[src/inc/fjs_defines.svh]
// constants for the fold and jam supervisor
// Contract
// - letter/A4 long-edge stacks of ten or more sheets are folded twice
// - double fold: after 20 mm grip, run rollers in reverse for 20 mm
// - then roll forward to deliver, push plate returns home meanwhile
// - single fold: plate holds until 10 mm gripped, then returns home
// - any detected jam condition raises the jam signal to the host
// - inlet delay jam: sensor 1 late after finisher inlet sensor
// - inlet stationary jam: sensors still covered after 1.5 paper lengths
// - the sensors checked for inlet stationary depend on paper size
// - delivery delay jam: delivery sensor late after push plate top
// - vertical path still covered after half length minus 130 plus 50 mm
// - delivery sensor still covered after a set feed amount
// - at power-on any path sensor covered is a jam
// - an open door or cover during operation is a jam
// - stitcher clockwise: home must return within 0.5 s after leaving
// - stitcher counterclockwise: home arriving within 0.5 s is a jam
// - positioning plate sensor not covered at push start is a jam
// - on closing all doors, paper at vertical path re-raises jam
`ifndef FJS_DEFINES_SVH
`define FJS_DEFINES_SVH

// ---------------------------------------------------------------
// clock and time base
// ---------------------------------------------------------------
`define FJS_CLK_PERIOD_NS 25
`define FJS_TICK_PERIOD_NS 1000000
`define FJS_TICK_CYCLES (`FJS_TICK_PERIOD_NS / `FJS_CLK_PERIOD_NS)
`define FJS_STITCH_WIN_S 0.5
`define FJS_STITCH_WIN_TICKS ($rtoi(`FJS_STITCH_WIN_S * 1.0e9 / `FJS_TICK_PERIOD_NS))
`define FJS_INLET_DELAY_MS 1000
`define FJS_DLV_DELAY_MS 1000
`define FJS_POR_SETTLE 3'h5

// ---------------------------------------------------------------
// feed distances
// ---------------------------------------------------------------
`define FJS_PULSES_PER_MM 1
`define FJS_DOUBLE_MIN_SHEETS 8'h0a
`define FJS_GRIP_DOUBLE_MM 20
`define FJS_GRIP_SINGLE_MM 10
`define FJS_REVERSE_MM 20
`define FJS_VPATH_OFFSET_MM 130
`define FJS_VPATH_MARGIN_MM 50
`define FJS_DLV_STAY_MM 400

// ---------------------------------------------------------------
// jam cause bit positions
// ---------------------------------------------------------------
`define FJS_JAM_INLET_DELAY 0
`define FJS_JAM_INLET_STAY 1
`define FJS_JAM_DLV_DELAY 2
`define FJS_JAM_VPATH_STAY 3
`define FJS_JAM_DLV_STAY 4
`define FJS_JAM_POWER_ON 5
`define FJS_JAM_DOOR 6
`define FJS_JAM_STAPLE_CW 7
`define FJS_JAM_STAPLE_CCW 8
`define FJS_JAM_FEED_DELAY 9
`define FJS_JAM_BAD_REMOVAL 10
`define FJS_JAM_CAUSES 11
`define FJS_PIN_COUNT 16

`endif

[src/inc/fjs_pkg.sv]
// types shared by the fold and jam supervisor
package fjs_pkg;
    typedef enum logic [1:0] {
        FJS_SIZE_A3_LD = 2'b00,
        FJS_SIZE_B4 = 2'b01,
        FJS_SIZE_A4R_LTR = 2'b10,
        FJS_SIZE_OTHER = 2'b11
    } fjs_size_t;

    typedef enum logic [2:0] {
        FJS_ST_IDLE = 3'b000,
        FJS_ST_PUSH = 3'b001,
        FJS_ST_GRIP = 3'b010,
        FJS_ST_REVERSE = 3'b011,
        FJS_ST_DELIVER = 3'b100
    } fjs_state_t;
endpackage : fjs_pkg

[src/verilog/fjs_sync.sv]
// three-stage synchroniser bank with agreement filter for pin inputs
`include "fjs_defines.svh"
module fjs_sync (
    input wire logic clk,
    input wire logic rstn,
    input wire logic [`FJS_PIN_COUNT-1:0] pins,
    output logic [`FJS_PIN_COUNT-1:0] synced
);
    import fjs_pkg::*;

    logic [`FJS_PIN_COUNT-1:0] stage1;
    logic [`FJS_PIN_COUNT-1:0] stage2;
    logic [`FJS_PIN_COUNT-1:0] stage3;
    // -----------------------------------------------------------
    // synchroniser chain
    // -----------------------------------------------------------
    // stage1 feeds stage2 only; a change is taken once stages 2 and 3 agree
    always_ff @(posedge clk or negedge rstn) begin
        if (!rstn) begin
            stage1 <= '0;
            stage2 <= '0;
            stage3 <= '0;
            synced <= '0;
        end else begin
            stage1 <= pins;
            stage2 <= stage1;
            stage3 <= stage2;
            synced <= (stage2 & stage3) | (synced & (stage2 | stage3));
        end
    end
endmodule : fjs_sync

[src/verilog/fjs_supervisor.sv]
// fold sequencer and jam supervisor for the saddle stitch and fold unit
`include "fjs_defines.svh"
module fjs_supervisor #(
    parameter int TICK_CYCLES = `FJS_TICK_CYCLES
) (
    input wire logic clk,
    input wire logic rstn,
    input wire logic positioning_plate_paper_sensor,
    input wire logic delivery_paper_sensor,
    input wire logic push_plate_home_sensor,
    input wire logic push_plate_top_sensor,
    input wire logic vertical_path_sensor,
    input wire logic saddle_paper_sensor_1,
    input wire logic saddle_paper_sensor_2,
    input wire logic saddle_paper_sensor_3,
    input wire logic finisher_inlet_sensor,
    input wire logic front_door_sensor,
    input wire logic outlet_cover_sensor,
    input wire logic inlet_cover_sensor,
    input wire logic front_stitcher_home_sensor,
    input wire logic rear_stitcher_home_sensor,
    input wire logic feed_motor_clock,
    input wire logic fold_motor_clock,
    input wire logic front_stitcher_motor_cw,
    input wire logic front_stitcher_motor_ccw,
    input wire logic rear_stitcher_motor_cw,
    input wire logic rear_stitcher_motor_ccw,
    input wire logic host_operating,
    input wire logic fold_start,
    input wire fjs_pkg::fjs_size_t stack_size,
    input wire logic [7:0] sheet_count,
    input wire logic [10:0] paper_length_mm,
    output logic fold_motor_fwd,
    output logic fold_motor_rev,
    output logic push_motor_run,
    output logic push_motor_to_home,
    output logic fold_busy,
    output logic fold_done,
    output logic jam,
    output logic [`FJS_JAM_CAUSES-1:0] jam_causes
);
    import fjs_pkg::*;

    // mm to motor pulses, truncated to the 12-bit counters
    function automatic logic [11:0] mm_pulses(input logic [11:0] mm);
        mm_pulses = 12'(mm * `FJS_PULSES_PER_MM);
    endfunction : mm_pulses

    // ---------------------------------------------------------------
    // pin synchronisation and edges
    // ---------------------------------------------------------------
    logic [`FJS_PIN_COUNT-1:0] s_now;
    logic [`FJS_PIN_COUNT-1:0] s_prev;
    wire [`FJS_PIN_COUNT-1:0] s_rise = s_now & ~s_prev;
    wire [`FJS_PIN_COUNT-1:0] s_fall = ~s_now & s_prev;
    logic pos_s, dlv_s, home_s, top_s, vp_s, sp1_s, sp2_s, sp3_s, inl_s;
    logic door_s, outc_s, inc_s, fhome_s, rhome_s, feedc_s, foldc_s;
    logic dlv_r, top_r, sp1_r, inl_r, feed_p, fold_p;
    logic [1:0] home_rise, home_fall;

    fjs_sync u_sync (
        .clk(clk),
        .rstn(rstn),
        .pins({positioning_plate_paper_sensor, delivery_paper_sensor, push_plate_home_sensor,
               push_plate_top_sensor, vertical_path_sensor, saddle_paper_sensor_1,
               saddle_paper_sensor_2, saddle_paper_sensor_3, finisher_inlet_sensor,
               front_door_sensor, outlet_cover_sensor, inlet_cover_sensor,
               front_stitcher_home_sensor, rear_stitcher_home_sensor,
               feed_motor_clock, fold_motor_clock}),
        .synced(s_now)
    );

    assign {pos_s, dlv_s, home_s, top_s, vp_s, sp1_s, sp2_s, sp3_s, inl_s,
            door_s, outc_s, inc_s, fhome_s, rhome_s, feedc_s, foldc_s} = s_now;
    assign dlv_r = s_rise[14];
    assign top_r = s_rise[12];
    assign sp1_r = s_rise[10];
    assign inl_r = s_rise[7];
    assign home_rise = s_rise[3:2];
    assign home_fall = s_fall[3:2];
    assign feed_p = s_rise[1];  // one pulse per feed motor clock rising edge
    assign fold_p = s_rise[0];

    always_ff @(posedge clk or negedge rstn) begin
        if (!rstn) s_prev <= '0;
        else s_prev <= s_now;
    end

    // ---------------------------------------------------------------
    // time base
    // ---------------------------------------------------------------
    logic [15:0] div_cnt;
    wire tick = (div_cnt == 16'(TICK_CYCLES - 1));  // one pulse per ms

    always_ff @(posedge clk or negedge rstn) begin
        if (!rstn) div_cnt <= '0;
        else div_cnt <= tick ? 16'h0000 : div_cnt + 16'h0001;
    end

    // ---------------------------------------------------------------
    // fold sequencer
    // ---------------------------------------------------------------
    fjs_state_t state, next_state;
    logic double_mode;
    logic [11:0] fold_cnt;
    wire door_open = door_s | outc_s | inc_s;
    wire want_double = (stack_size == FJS_SIZE_A4R_LTR) && (sheet_count >= `FJS_DOUBLE_MIN_SHEETS);
    wire start_ok = fold_start && (state == FJS_ST_IDLE) && !jam && pos_s;
    wire feed_delay_jam = fold_start && (state == FJS_ST_IDLE) && !jam && !pos_s;
    wire [11:0] grip_lim = double_mode ? mm_pulses(12'(`FJS_GRIP_DOUBLE_MM))
                                       : mm_pulses(12'(`FJS_GRIP_SINGLE_MM));
    wire grip_done = fold_cnt >= grip_lim;
    wire rev_done = fold_cnt >= mm_pulses(12'(`FJS_REVERSE_MM));
    wire dlv_done = home_s && (fold_cnt >= mm_pulses({1'b0, paper_length_mm}));

    // sequencing stops at once on any jam, so no roller or plate motion follows
    always_comb begin
        next_state = state;
        unique case (state)
            FJS_ST_IDLE: if (start_ok) next_state = FJS_ST_PUSH;
            FJS_ST_PUSH: if (top_s) next_state = FJS_ST_GRIP;
            FJS_ST_GRIP: if (grip_done) next_state = double_mode ? FJS_ST_REVERSE : FJS_ST_DELIVER;
            FJS_ST_REVERSE: if (rev_done) next_state = FJS_ST_DELIVER;
            FJS_ST_DELIVER: if (dlv_done) next_state = FJS_ST_IDLE;
            default: next_state = FJS_ST_IDLE;
        endcase
        if (jam) next_state = FJS_ST_IDLE;
    end

    // motor commands: plate holds at the leading edge through grip and reverse
    wire cmd_fwd = !jam && (state == FJS_ST_PUSH || state == FJS_ST_GRIP || state == FJS_ST_DELIVER);
    wire cmd_rev = !jam && (state == FJS_ST_REVERSE);
    wire cmd_plate = !jam && (state == FJS_ST_PUSH || (state == FJS_ST_DELIVER && !home_s));
    wire cmd_home = (state == FJS_ST_DELIVER);

    always_ff @(posedge clk or negedge rstn) begin
        if (!rstn) begin
            state <= FJS_ST_IDLE;
            double_mode <= 1'b0;
            fold_cnt <= '0;
        end else begin
            state <= next_state;
            if (start_ok) double_mode <= want_double;
            if (next_state != state) fold_cnt <= '0;
            else if (fold_p) fold_cnt <= fold_cnt + 12'h001;
        end
    end

    // registered outputs, one cycle behind the commands
    always_ff @(posedge clk or negedge rstn) begin
        if (!rstn) begin
            {fold_motor_fwd, fold_motor_rev, push_motor_run, push_motor_to_home} <= 4'h0;
            {fold_busy, fold_done} <= 2'b00;
        end else begin
            {fold_motor_fwd, fold_motor_rev, push_motor_run, push_motor_to_home} <=
                {cmd_fwd, cmd_rev, cmd_plate, cmd_home};
            fold_busy <= (next_state != FJS_ST_IDLE);
            fold_done <= (state == FJS_ST_DELIVER) && dlv_done && !jam;
        end
    end

    // ---------------------------------------------------------------
    // inlet and delivery monitors
    // ---------------------------------------------------------------
    logic inl_arm, dd_arm, ist_arm, dst_arm;
    logic [11:0] inl_ms, dd_ms, ist_cnt, dst_cnt;
    // checked sensors by size: longer stacks cover fewer sensors
    wire [2:0] ist_mask = (stack_size == FJS_SIZE_A4R_LTR) ? 3'h7 : (stack_size == FJS_SIZE_B4) ? 3'h3 : 3'h1;
    wire [11:0] ist_lim = mm_pulses(12'({1'b0, paper_length_mm} + 12'({2'b00, paper_length_mm[10:1]})));
    wire [11:0] half_len = {2'b00, paper_length_mm[10:1]};
    wire [11:0] vp_mm = (half_len > 12'(`FJS_VPATH_OFFSET_MM)) ? half_len - 12'(`FJS_VPATH_OFFSET_MM) : 12'h000;
    wire [11:0] vp_lim = mm_pulses(vp_mm + 12'(`FJS_VPATH_MARGIN_MM));
    wire [11:0] dst_lim = mm_pulses(12'(`FJS_DLV_STAY_MM));
    wire inl_jam = inl_arm && tick && (inl_ms == 12'(`FJS_INLET_DELAY_MS - 1));
    wire dd_jam = dd_arm && tick && (dd_ms == 12'(`FJS_DLV_DELAY_MS - 1));
    wire ist_hit = ist_arm && (ist_cnt >= ist_lim);
    wire ist_jam = ist_hit && |({sp3_s, sp2_s, sp1_s} & ist_mask);
    wire vp_jam = dst_arm && (dst_cnt == vp_lim) && vp_s;
    wire dst_jam = dst_arm && (dst_cnt >= dst_lim) && dlv_s;

    // each window arms on its start edge and disarms on timeout or jam; all but the inlet stationary one also disarm on success
    always_ff @(posedge clk or negedge rstn) begin
        if (!rstn) begin
            {inl_arm, dd_arm, ist_arm, dst_arm} <= 4'h0;
            {inl_ms, dd_ms, ist_cnt, dst_cnt} <= '0;
        end else begin
            inl_arm <= !jam && !sp1_r && !inl_jam && (inl_arm || inl_r);
            inl_ms <= inl_r ? 12'h000 : (tick ? inl_ms + 12'h001 : inl_ms);
            dd_arm <= !jam && !dlv_r && !dd_jam && (dd_arm || top_r);
            dd_ms <= top_r ? 12'h000 : (tick ? dd_ms + 12'h001 : dd_ms);
            ist_arm <= !jam && !ist_hit && (ist_arm || sp1_r);
            ist_cnt <= sp1_r ? 12'h000 : (feed_p ? ist_cnt + 12'h001 : ist_cnt);
            dst_arm <= !jam && dlv_s && !dst_jam && (dst_arm || dlv_r);
            dst_cnt <= dlv_r ? 12'h000 : (feed_p && dst_cnt != 12'hfff ? dst_cnt + 12'h001 : dst_cnt);
        end
    end

    // ---------------------------------------------------------------
    // stitcher monitors
    // ---------------------------------------------------------------
    wire [1:0] st_cw = {front_stitcher_motor_cw, rear_stitcher_motor_cw};
    wire [1:0] st_ccw = {front_stitcher_motor_ccw, rear_stitcher_motor_ccw};
    logic [1:0] cw_arm, ccw_arm, ccw_prev;
    logic [11:0] cw_ms [2];
    logic [11:0] ccw_ms [2];
    logic [1:0] cw_jam, ccw_jam;

    // the counterclockwise check flags a home arrival inside the window
    for (genvar i = 0; i < 2; i++) begin : g_stitch
        assign cw_jam[i] = cw_arm[i] && tick && (cw_ms[i] == 12'(`FJS_STITCH_WIN_TICKS - 1));
        assign ccw_jam[i] = ccw_arm[i] && home_rise[i];
        always_ff @(posedge clk or negedge rstn) begin
            if (!rstn) begin
                {cw_arm[i], ccw_arm[i], ccw_prev[i]} <= 3'b000;
                cw_ms[i] <= '0;
                ccw_ms[i] <= '0;
            end else begin
                ccw_prev[i] <= st_ccw[i];
                cw_arm[i] <= !jam && st_cw[i] && !home_rise[i] && !cw_jam[i] && (cw_arm[i] || home_fall[i]);
                cw_ms[i] <= home_fall[i] ? 12'h000 : (tick ? cw_ms[i] + 12'h001 : cw_ms[i]);
                ccw_arm[i] <= !jam && !ccw_jam[i] && (st_ccw[i] && !ccw_prev[i] ||
                              ccw_arm[i] && !(tick && ccw_ms[i] == 12'(`FJS_STITCH_WIN_TICKS - 1)));
                ccw_ms[i] <= (st_ccw[i] && !ccw_prev[i]) ? 12'h000 : (tick ? ccw_ms[i] + 12'h001 : ccw_ms[i]);
            end
        end
    end

    // ---------------------------------------------------------------
    // power-on check, jam latch and recovery
    // ---------------------------------------------------------------
    logic [2:0] por_cnt;
    logic seen_open;
    wire por_check = (por_cnt == `FJS_POR_SETTLE - 3'h1);  // after the filters settle
    wire path_busy = sp1_s | sp2_s | sp3_s | vp_s | dlv_s;
    wire operating = host_operating || (state != FJS_ST_IDLE);
    wire closed_now = jam && seen_open && !door_open;
    wire bad_removal = closed_now && vp_s;
    logic [`FJS_JAM_CAUSES-1:0] jam_event;

    always_comb begin
        jam_event = '0;
        jam_event[`FJS_JAM_INLET_DELAY] = inl_jam;
        jam_event[`FJS_JAM_INLET_STAY] = ist_jam;
        jam_event[`FJS_JAM_DLV_DELAY] = dd_jam;
        jam_event[`FJS_JAM_VPATH_STAY] = vp_jam;
        jam_event[`FJS_JAM_DLV_STAY] = dst_jam;
        jam_event[`FJS_JAM_POWER_ON] = por_check && path_busy;
        jam_event[`FJS_JAM_DOOR] = operating && door_open;
        jam_event[`FJS_JAM_STAPLE_CW] = |cw_jam;
        jam_event[`FJS_JAM_STAPLE_CCW] = |ccw_jam;
        jam_event[`FJS_JAM_FEED_DELAY] = feed_delay_jam;
        jam_event[`FJS_JAM_BAD_REMOVAL] = bad_removal;
    end

    wire clear_ok = closed_now && !vp_s;

    // a new cause in the clearing cycle keeps the latch set
    always_ff @(posedge clk or negedge rstn) begin
        if (!rstn) begin
            por_cnt <= '0;
            seen_open <= 1'b0;
            jam <= 1'b0;
            jam_causes <= '0;
        end else begin
            if (por_cnt != `FJS_POR_SETTLE) por_cnt <= por_cnt + 3'h1;
            seen_open <= jam && !closed_now && (seen_open || door_open);
            jam <= (|jam_event) || (jam && !clear_ok);
            jam_causes <= jam_event | (clear_ok ? '0 : jam_causes);
        end
    end
endmodule : fjs_supervisor

[config.mk]
export PLATFORM = sky130hd
export DESIGN_NAME = fjs_supervisor
export DESIGN_NICKNAME = d
export VERILOG_FILES = /design/src/inc/fjs_pkg.sv /design/src/verilog/fjs_sync.sv /design/src/verilog/fjs_supervisor.sv
export VERILOG_INCLUDE_DIRS = /design/src /design/src/inc
export SDC_FILE = /design/constraint.sdc
export NUM_CORES = 1
export LEC_CHECK = 0
export BUFFER_PORTS_ARGS = -buffer_cell sky130_fd_sc_hd__clkbuf_2
export CORE_MARGIN = 1
export CORE_UTILIZATION = 38
export DETAILED_ROUTE_END_ITERATION = 16
export SETUP_SLACK_MARGIN = 0.15
export SYNTH_ARGS = -nofsm -noshare
export SYNTH_HDL_FRONTEND = slang
export SYNTH_SLANG_ARGS = --single-unit
[constraint.sdc]
create_clock -name clk -period 2.35 [get_ports clk]
set_input_delay 0.235 -clock clk [delete_from_list [all_inputs] [get_ports clk]]
set_output_delay 0.235 -clock clk [all_outputs]
set_load 0.03 [all_outputs]
==> results_dict.tcl, run 1 <==
set metrics [dict create \
    status "complete, but fails checks" \
    violations "setup timing" \
    hold_path.class "in -> reg" \
    worstPathMaxFanout 5 \
    overflow 0 \
    power.leakage_nw 7.19 \
    grt_pass1_vias 8917 \
    cts_num_sinks 232 \
    placed_cells 1670 \
    grt_pass1_wl_um 44600 \
    seq_area_frac_synth_pct 50.0 \
    synth_ff_type "dfrtp_1" \
    slew_headroom_pct 43.1 \
    core_um2 29900 \
    grt_max_degree 52 \
    required_ns 2.82 \
    timing.final.crit_period_ns 2.59 \
    antenna_found_initial 0 \
    crit_arrival_ns 3.06 \
    path_class "in -> reg" \
    viasPerCell 5.01 \
    yosys.area.top_type "dfrtp_1" \
    numPortBuffers 61 \
    r2r-start "div_cnt[8]$_DFF_PN0_" \
    cp-startpoint "paper_length_mm[1]" \
    tritoncts "yes" \
    synth_commonest_cells "dfrtp_1 (232), nor2_1 (142), nand2_1 (111)" \
    clock_path_buffers 3 \
    fin_ws_ns -0.245 \
    vias 8949 \
    hp-start "fold_start" \
    drv_cap 0 \
    rsz0062_at_grt "true" \
    yosys.cell_types.count 74 \
    ys_warn_count 0 \
    p_int_mw 8.01 \
    ctsHtreeMaxLevel 1 \
    yosysMostFrequentCell "dfrtp_1" \
    setup_violations 3 \
    cts_root_buffer "clkbuf_16" \
    io_pins 63 \
    cp_top_family "compound AO/OA/AOI/OAI gates" \
    cpMostUsedCell "o21a_1" \
    fin_cells 1787 \
    switching_share_pct 26.4 \
    syn_inst 1140 \
    slew_viol_final 0 \
    dp_hpwl_um 18600 \
    drt_iter0_drc 404 \
    cts.clk_slew.worst_paths_ns 0.06 \
    cpMaxStageDelayCell "nor4_2" \
    power_density_nw_per_um2 703 \
    synth-edff-count 0 \
    rows 63 \
    end_kind "flop" \
    clk_latency_ns 0.55 \
    finalHoldViolCount 0 \
    ys_ff_latch 232 \
    fmax_mhz 385 \
    async_reset_ff_share_pct 100 \
    drive_above_1_share_pct 27.8 \
    synth_top_cell_area_share_pct 50.0 \
    drcViolationCount 0 \
    avgSynthCellArea_um2 10.2 \
    syn_area_um2 11600 \
    finClkSkew_ns 0.0178 \
    tightest_slew_ns 0.852 \
    power_switching_mw 2.87 \
    start_util_pct 38.9 \
    cp_slowest_stage_delay_ns 0.34 \
    cp_num_buf_inv 2 \
    syn2layout_area_growth_pct 33.0 \
    critical_path.cell_chain "clkbuf_16 > ha_4 > inv_2 > fa_2 > nor2b_2 > o21ai_2 > a21oi_2 > o21a_1 > o211ai_1 > a21oi_2 > nor4_2 > a211oi_2 > ha_2 > o21a_1 > o21a_1 > nand4_1 > o21ai_2 > nand2_1 > nand3_1" \
    period_share_pct 110 \
    wl_per_cell_um 15.1 \
    syn_nets 1252 \
    grt_util_all_layers_pct 17.6 \
    p_clk_share_pct 43.1 \
    synthTopCellsByArea "dfrtp_1 (50%), ha_1 (7.1%), xor2_1 (5.7%)" \
    gp_congestion 0.845 \
    dieArea_um2 31300 \
    totalWireLength_um 26900 \
    drtPass1Iterations 4 \
    seq_power_share_pct 40.3 \
    antenna_cells 0 \
    die_h_um 177 \
    power_frac_comb_pct 16.6 \
    numCtsBuffers 27 \
    layout.nets 1488 \
    antenna_left 0 \
    startpoint_type "input port" \
    vdd_drop_max_v 0.000567 \
    die_w_um 177 \
    final_util_pct 51.7 \
]
[per-stage QoR]
| step | area [um^2] | TNS (ns) | worst slack (ns) | total power, mW | hold slack, ns |
|---|---|---|---|---|---|
| 6_report | 15500 | -0.666 | -0.245 | 10.9 | 0.0808 |
| 5_1_grt | 15500 | -1.84 | -0.465 | 11.4 | 0.120 |
| 4_1_cts | 14800 | -0.646 | -0.262 | 10.8 | 0.0592 |
| 3_5_place_dp | 13200 | -4.06 | -0.923 | 5.94 | 0.195 |
| 3_3_place_gp | 13200 | -3.10 | -0.835 | 5.91 | 0.196 |
| 2_1_floorplan | 11700 | -1.19 | -0.348 | 5.30 | -0.0606 |
[area by class of cell]
cell class	count	area, um^2
clock buffer	30	707
clock inverter	20	305
fill	2681	14400
inverter	35	139
multi-input combinational	841	6140
sequential	232	5810
tap	390	488
timing repair buffer	239	1880
[per-layer routing]
layer,GRT usage [%],share of wire (%),vias to the layer above,routed length (um)
met2,28.4,47,135,12700
met5,0,0,-,0
li1,-,-,4436,-
met4,3.59,1.7,0,464
met3,2.94,4.3,38,1170
met1,24.8,47,4340,12600
[registers in the layout, indices dropped and copies added, names as in the netlist, 16 cells and up, named ones only]
| register | cells |
|---|---|
| u_sync.synced | 16 |
| div_cnt | 16 |
| u_sync.stage3 | 16 |
| cw_ms | 24 |
| u_sync.stage2 | 16 |
| ccw_ms | 24 |
| u_sync.stage1 | 16 |
[power by group through the flow]
stage	Clock (mW)	Combinational, mW	Sequential, mW
after floorplan	0	0.828	4.47
after global placement	0	1.46	4.45
after detailed placement	0	1.48	4.45
after CTS	4.81	1.57	4.39
after global routing	4.98	2.02	4.41
final	4.68	1.80	4.39
[cells in the final DEF, fill, tap and decap left out, types with 8 or more instances in the layout]
cell	netlist	final
inv_1	35	27
nand2_1	111	105
nand3_1	42	34
nor2_2	1	8
xor2_1	76	76
nor3_1	18	14
clkbuf_2	0	57
and3_1	19	17
maj3_1	16	16
clkbuf_16	0	28
o21ai_0	38	27
a21oi_1	42	24
dfrtp_1	232	232
nand3_2	2	9
nand2b_1	11	11
dlygate4sd3_1	0	21
buf_6	2	22
a21o_1	10	10
nor2b_1	14	12
xnor2_1	55	50
a21oi_2	0	18
ha_1	66	58
buf_4	0	131
nand4_1	48	48
nor2_1	142	132
[worst reg2reg max path, stage by stage, from the launching register on]
cell and delay (ns):
dfrtp_1 0.38, or4b_4 0.58, nor3_4 0.25, nand4_1 0.14, or3_4 0.38, or3_4 0.38, a21oi_2 0.13
[worst paths after layout]
path                                                    end  slack [ns]  cells past startpoint
worst max-delay path                          jam$_DFF_PN0_       -0.24                     19
min in group asynchronous            dst_cnt[4]$_DFFE_PN0P_        0.20                      2
worst max register to register        dd_ms[11]$_DFFE_PN0P_        0.05                      6
worst min register to register  u_sync.stage2[11]$_DFF_PN0_        0.34                      0
max in group asynchronous              s_prev[14]$_DFF_PN0_        1.42                      3
worst min-delay path                double_mode$_DFFE_PN0P_        0.08                      3
[timing repair]
item,CTS,global route
buffers inserted,23,20
resized for setup,40,118
endpoints found under the hold margin,66,0
endpoints found under the setup margin,52,62
cloned,0,3
pin swaps,39,70
hold buffers,21,0
[cells by family after synthesis]
| kind of cell | Yosys count | synth area share [%] |
|---|---|---|
| buffers and inverters | 67 | 2.33 |
| xor gates and xnor gates | 131 | 9.87 |
| DFF | 232 | 50.0 |
| muxes | 3 | 0.269 |
| AOI/OAI and AO/OA | 150 | 8.25 |
| adders and majority gates | 83 | 8.66 |
| and+or+nand+nor | 474 | 20.7 |
(Power assumes the default switching activity.)
==> run 2: changes to the inputs <==
--- a/config.mk
+++ b/config.mk
@@ -6,10 +6,10 @@
 export SDC_FILE = /design/constraint.sdc
 export NUM_CORES = 1
 export LEC_CHECK = 0
-export BUFFER_PORTS_ARGS = -buffer_cell sky130_fd_sc_hd__clkbuf_2
 export CORE_MARGIN = 1
 export CORE_UTILIZATION = 38
 export DETAILED_ROUTE_END_ITERATION = 16
+export DONT_BUFFER_PORTS = 1
 export SETUP_SLACK_MARGIN = 0.15
 export SYNTH_ARGS = -nofsm -noshare
 export SYNTH_HDL_FRONTEND = slang
==> constraint.sdc (replaced) <==
create_clock -name clk -period 3.2 [get_ports clk]
set_input_delay 0.32 -clock clk [delete_from_list [all_inputs] [get_ports clk]]
set_output_delay 0.32 -clock clk [all_outputs]
set_load 0.03 [all_outputs]
==> run 2 against run 1 <==
Effect of this change:
- the run ends with hold timing left
- sequential power fell by 25%
- clock power is 32% lower
- flip-flop and latch count is the same
- setup slack improved by 0.72 ns
==> results_dict.tcl, run 2 (synthesis results as in run 1) <==
set metrics [dict create \
    status "complete, but fails checks" \
    violations "hold timing" \
    layout.nets 1287 \
    end_kind "flop" \
    path_class "in -> reg" \
    rsz0062_at_grt "false" \
    cts_num_sinks 232 \
    drt_iter0_drc 385 \
    placed_cells 1517 \
    power_switching_mw 1.85 \
    startpoint_type "input port" \
    ctsHtreeMaxLevel 1 \
    timing.final.crit_period_ns 2.72 \
    vias 8152 \
    dieArea_um2 31300 \
    hold_path.class "in -> async" \
    slew_viol_final 0 \
    dp_hpwl_um 16800 \
    power.leakage_nw 6.02 \
    cts_setup_buffers 0 \
    slew_headroom_pct 39.6 \
    p_clk_share_pct 43.7 \
    fmax_mhz 368 \
    layout_commonest_cell "dfrtp_1" \
    whs_ns -0.513 \
    numCtsBuffers 25 \
    seq_power_share_pct 45.7 \
    layout_common_cells "dfrtp_1 (232), nor2_1 (142), nand2_1 (111), xor2_1 (76), ha_1 (64)" \
    switching_share_pct 25.5 \
    worstPathMaxFanout 2 \
    required_ns 3.59 \
    die_w_um 177 \
    start_util_pct 38.9 \
    ctsHoldBuffers 21 \
    grt_max_degree 233 \
    reg.largest.list "ccw_ms x24, cw_ms x24" \
    finClkSkew_ns 0.0107 \
    cts_root_buffer "clkbuf_16" \
    clock_path_buffers 3 \
    cts.clk_slew.worst_paths_ns 0.06 \
    r2r-start "div_cnt[0]$_DFF_PN0_" \
    core_um2 29900 \
    tightest_slew_ns 0.905 \
    numPortBuffers 0 \
    period_share_pct 85.0 \
    overflow 0 \
    grt_util_all_layers_pct 16.2 \
    syn2layout_area_growth_pct 14.3 \
    cp-startpoint "paper_length_mm[0]" \
    crit_arrival_ns 3.11 \
    antenna_cells 0 \
    drtPass1Iterations 5 \
    finalHoldViolCount 232 \
    drcViolationCount 0 \
    setup_violations 0 \
    drive_above_1_share_pct 7.38 \
    power_density_nw_per_um2 546 \
    clk_latency_ns 0.54 \
    drv_cap 0 \
    rows 63 \
    grt_pass1_wl_um 41100 \
    fin_cells 1582 \
    antenna_found_initial 0 \
    grt_pass1_vias 8053 \
    fillerInstances 2795 \
    antenna_left 0 \
    vdd_drop_max_v 0.000416 \
    gp_congestion 0.821 \
    io_pins 63 \
    tritoncts "yes" \
    power_frac_comb_pct 10.6 \
    p_int_mw 5.40 \
    wl_per_cell_um 15.4 \
    die_h_um 177 \
    totalWireLength_um 24400 \
    viasPerCell 5.15 \
]
run 2: final cells by class:
class / count / area [um^2] / area share [%]
Multi-Input combinational cell: 841 / 5580 / 42.0
Clock buffer: 32 / 702 / 5.28
Sequential cell: 232 / 5810 / 43.7
Clock inverter: 12 / 210 / 1.58
Tap cell: 390 / 488 / 3.67
Timing Repair Buffer: 40 / 365 / 2.75
Inverter: 35 / 131 / 0.989
run 2: worst max-delay path, cell delays in order:
cell	delay, ns
ha_1	0.14
inv_1	0.05
fa_1	0.39
nor2b_1	0.13
o21ai_1	0.10
a21oi_2	0.15
o21a_1	0.14
o211ai_1	0.12
a21oi_2	0.18
nor4_1	0.06
a211oi_1	0.26
ha_1	0.28
o21a_1	0.17
o21a_1	0.18
o41ai_1	0.06
o21ai_1	0.17
nand2_1	0.11
nand3_1	0.08
run 2: stage by stage:
stage          area [um^2]  setup TNS, ns  utilization, %  total power [mW]  setup slack (ns)
2_1_floorplan        11600              0               -              3.88             0.167
3_3_place_gp         12200              0            40.7              4.08           0.00713
3_5_place_dp         12200         -0.219            40.7              4.11            -0.142
4_1_cts              13300              0            44.4              7.34             0.425
5_1_grt              13300              0            44.5              7.59             0.179
6_report             13300              0            44.5              7.25             0.479
run 2: repair_timing:
item,4_1_cts,5_1_grt
gates resized for setup,0,5
hold endpoints to repair,253,232
endpoints found under the setup margin,0,2
run 2: power groups by stage:
| stage | registers [mW] | logic, mW | clock network (mW) |
|---|---|---|---|
| floorplan | 3.29 | 0.598 | 0 |
| global placement | 3.37 | 0.716 | 0 |
| detailed placement | 3.37 | 0.739 | 0 |
| CTS | 3.31 | 0.770 | 3.26 |
| global route | 3.34 | 0.882 | 3.37 |
| finish | 3.31 | 0.769 | 3.17 |
run 2: final timing paths:
path | to | slack [ns] | cells past startpoint
worst max register to register | cw_ms[10]$_DFFE_PN0P_ | 0.56 | 8
min in group clk | jam_causes[9]$_DFF_PN0_ | 0.04 | 2
worst max-delay path | jam$_DFF_PN0_ | 0.48 | 18
worst min register to register | u_sync.stage2[7]$_DFF_PN0_ | 0.35 | 0
max in group asynchronous | u_sync.stage2[0]$_DFF_PN0_ | 3.19 | 0
worst min-delay path | dst_cnt[4]$_DFFE_PN0P_ | -0.51 | 0
run 2: per-layer routing:
metal / global-route usage (%) / vias to the layer above / share of wire, % / wire length [um]
li1: - / 4018 / - / -
met1: 22.4 / 3974 / 47 / 11500
met2: 25.5 / 125 / 45 / 11000
met3: 3.67 / 35 / 5.4 / 1310
met4: 4.31 / 0 / 2.1 / 510
met5: 0 / - / 0 / 0
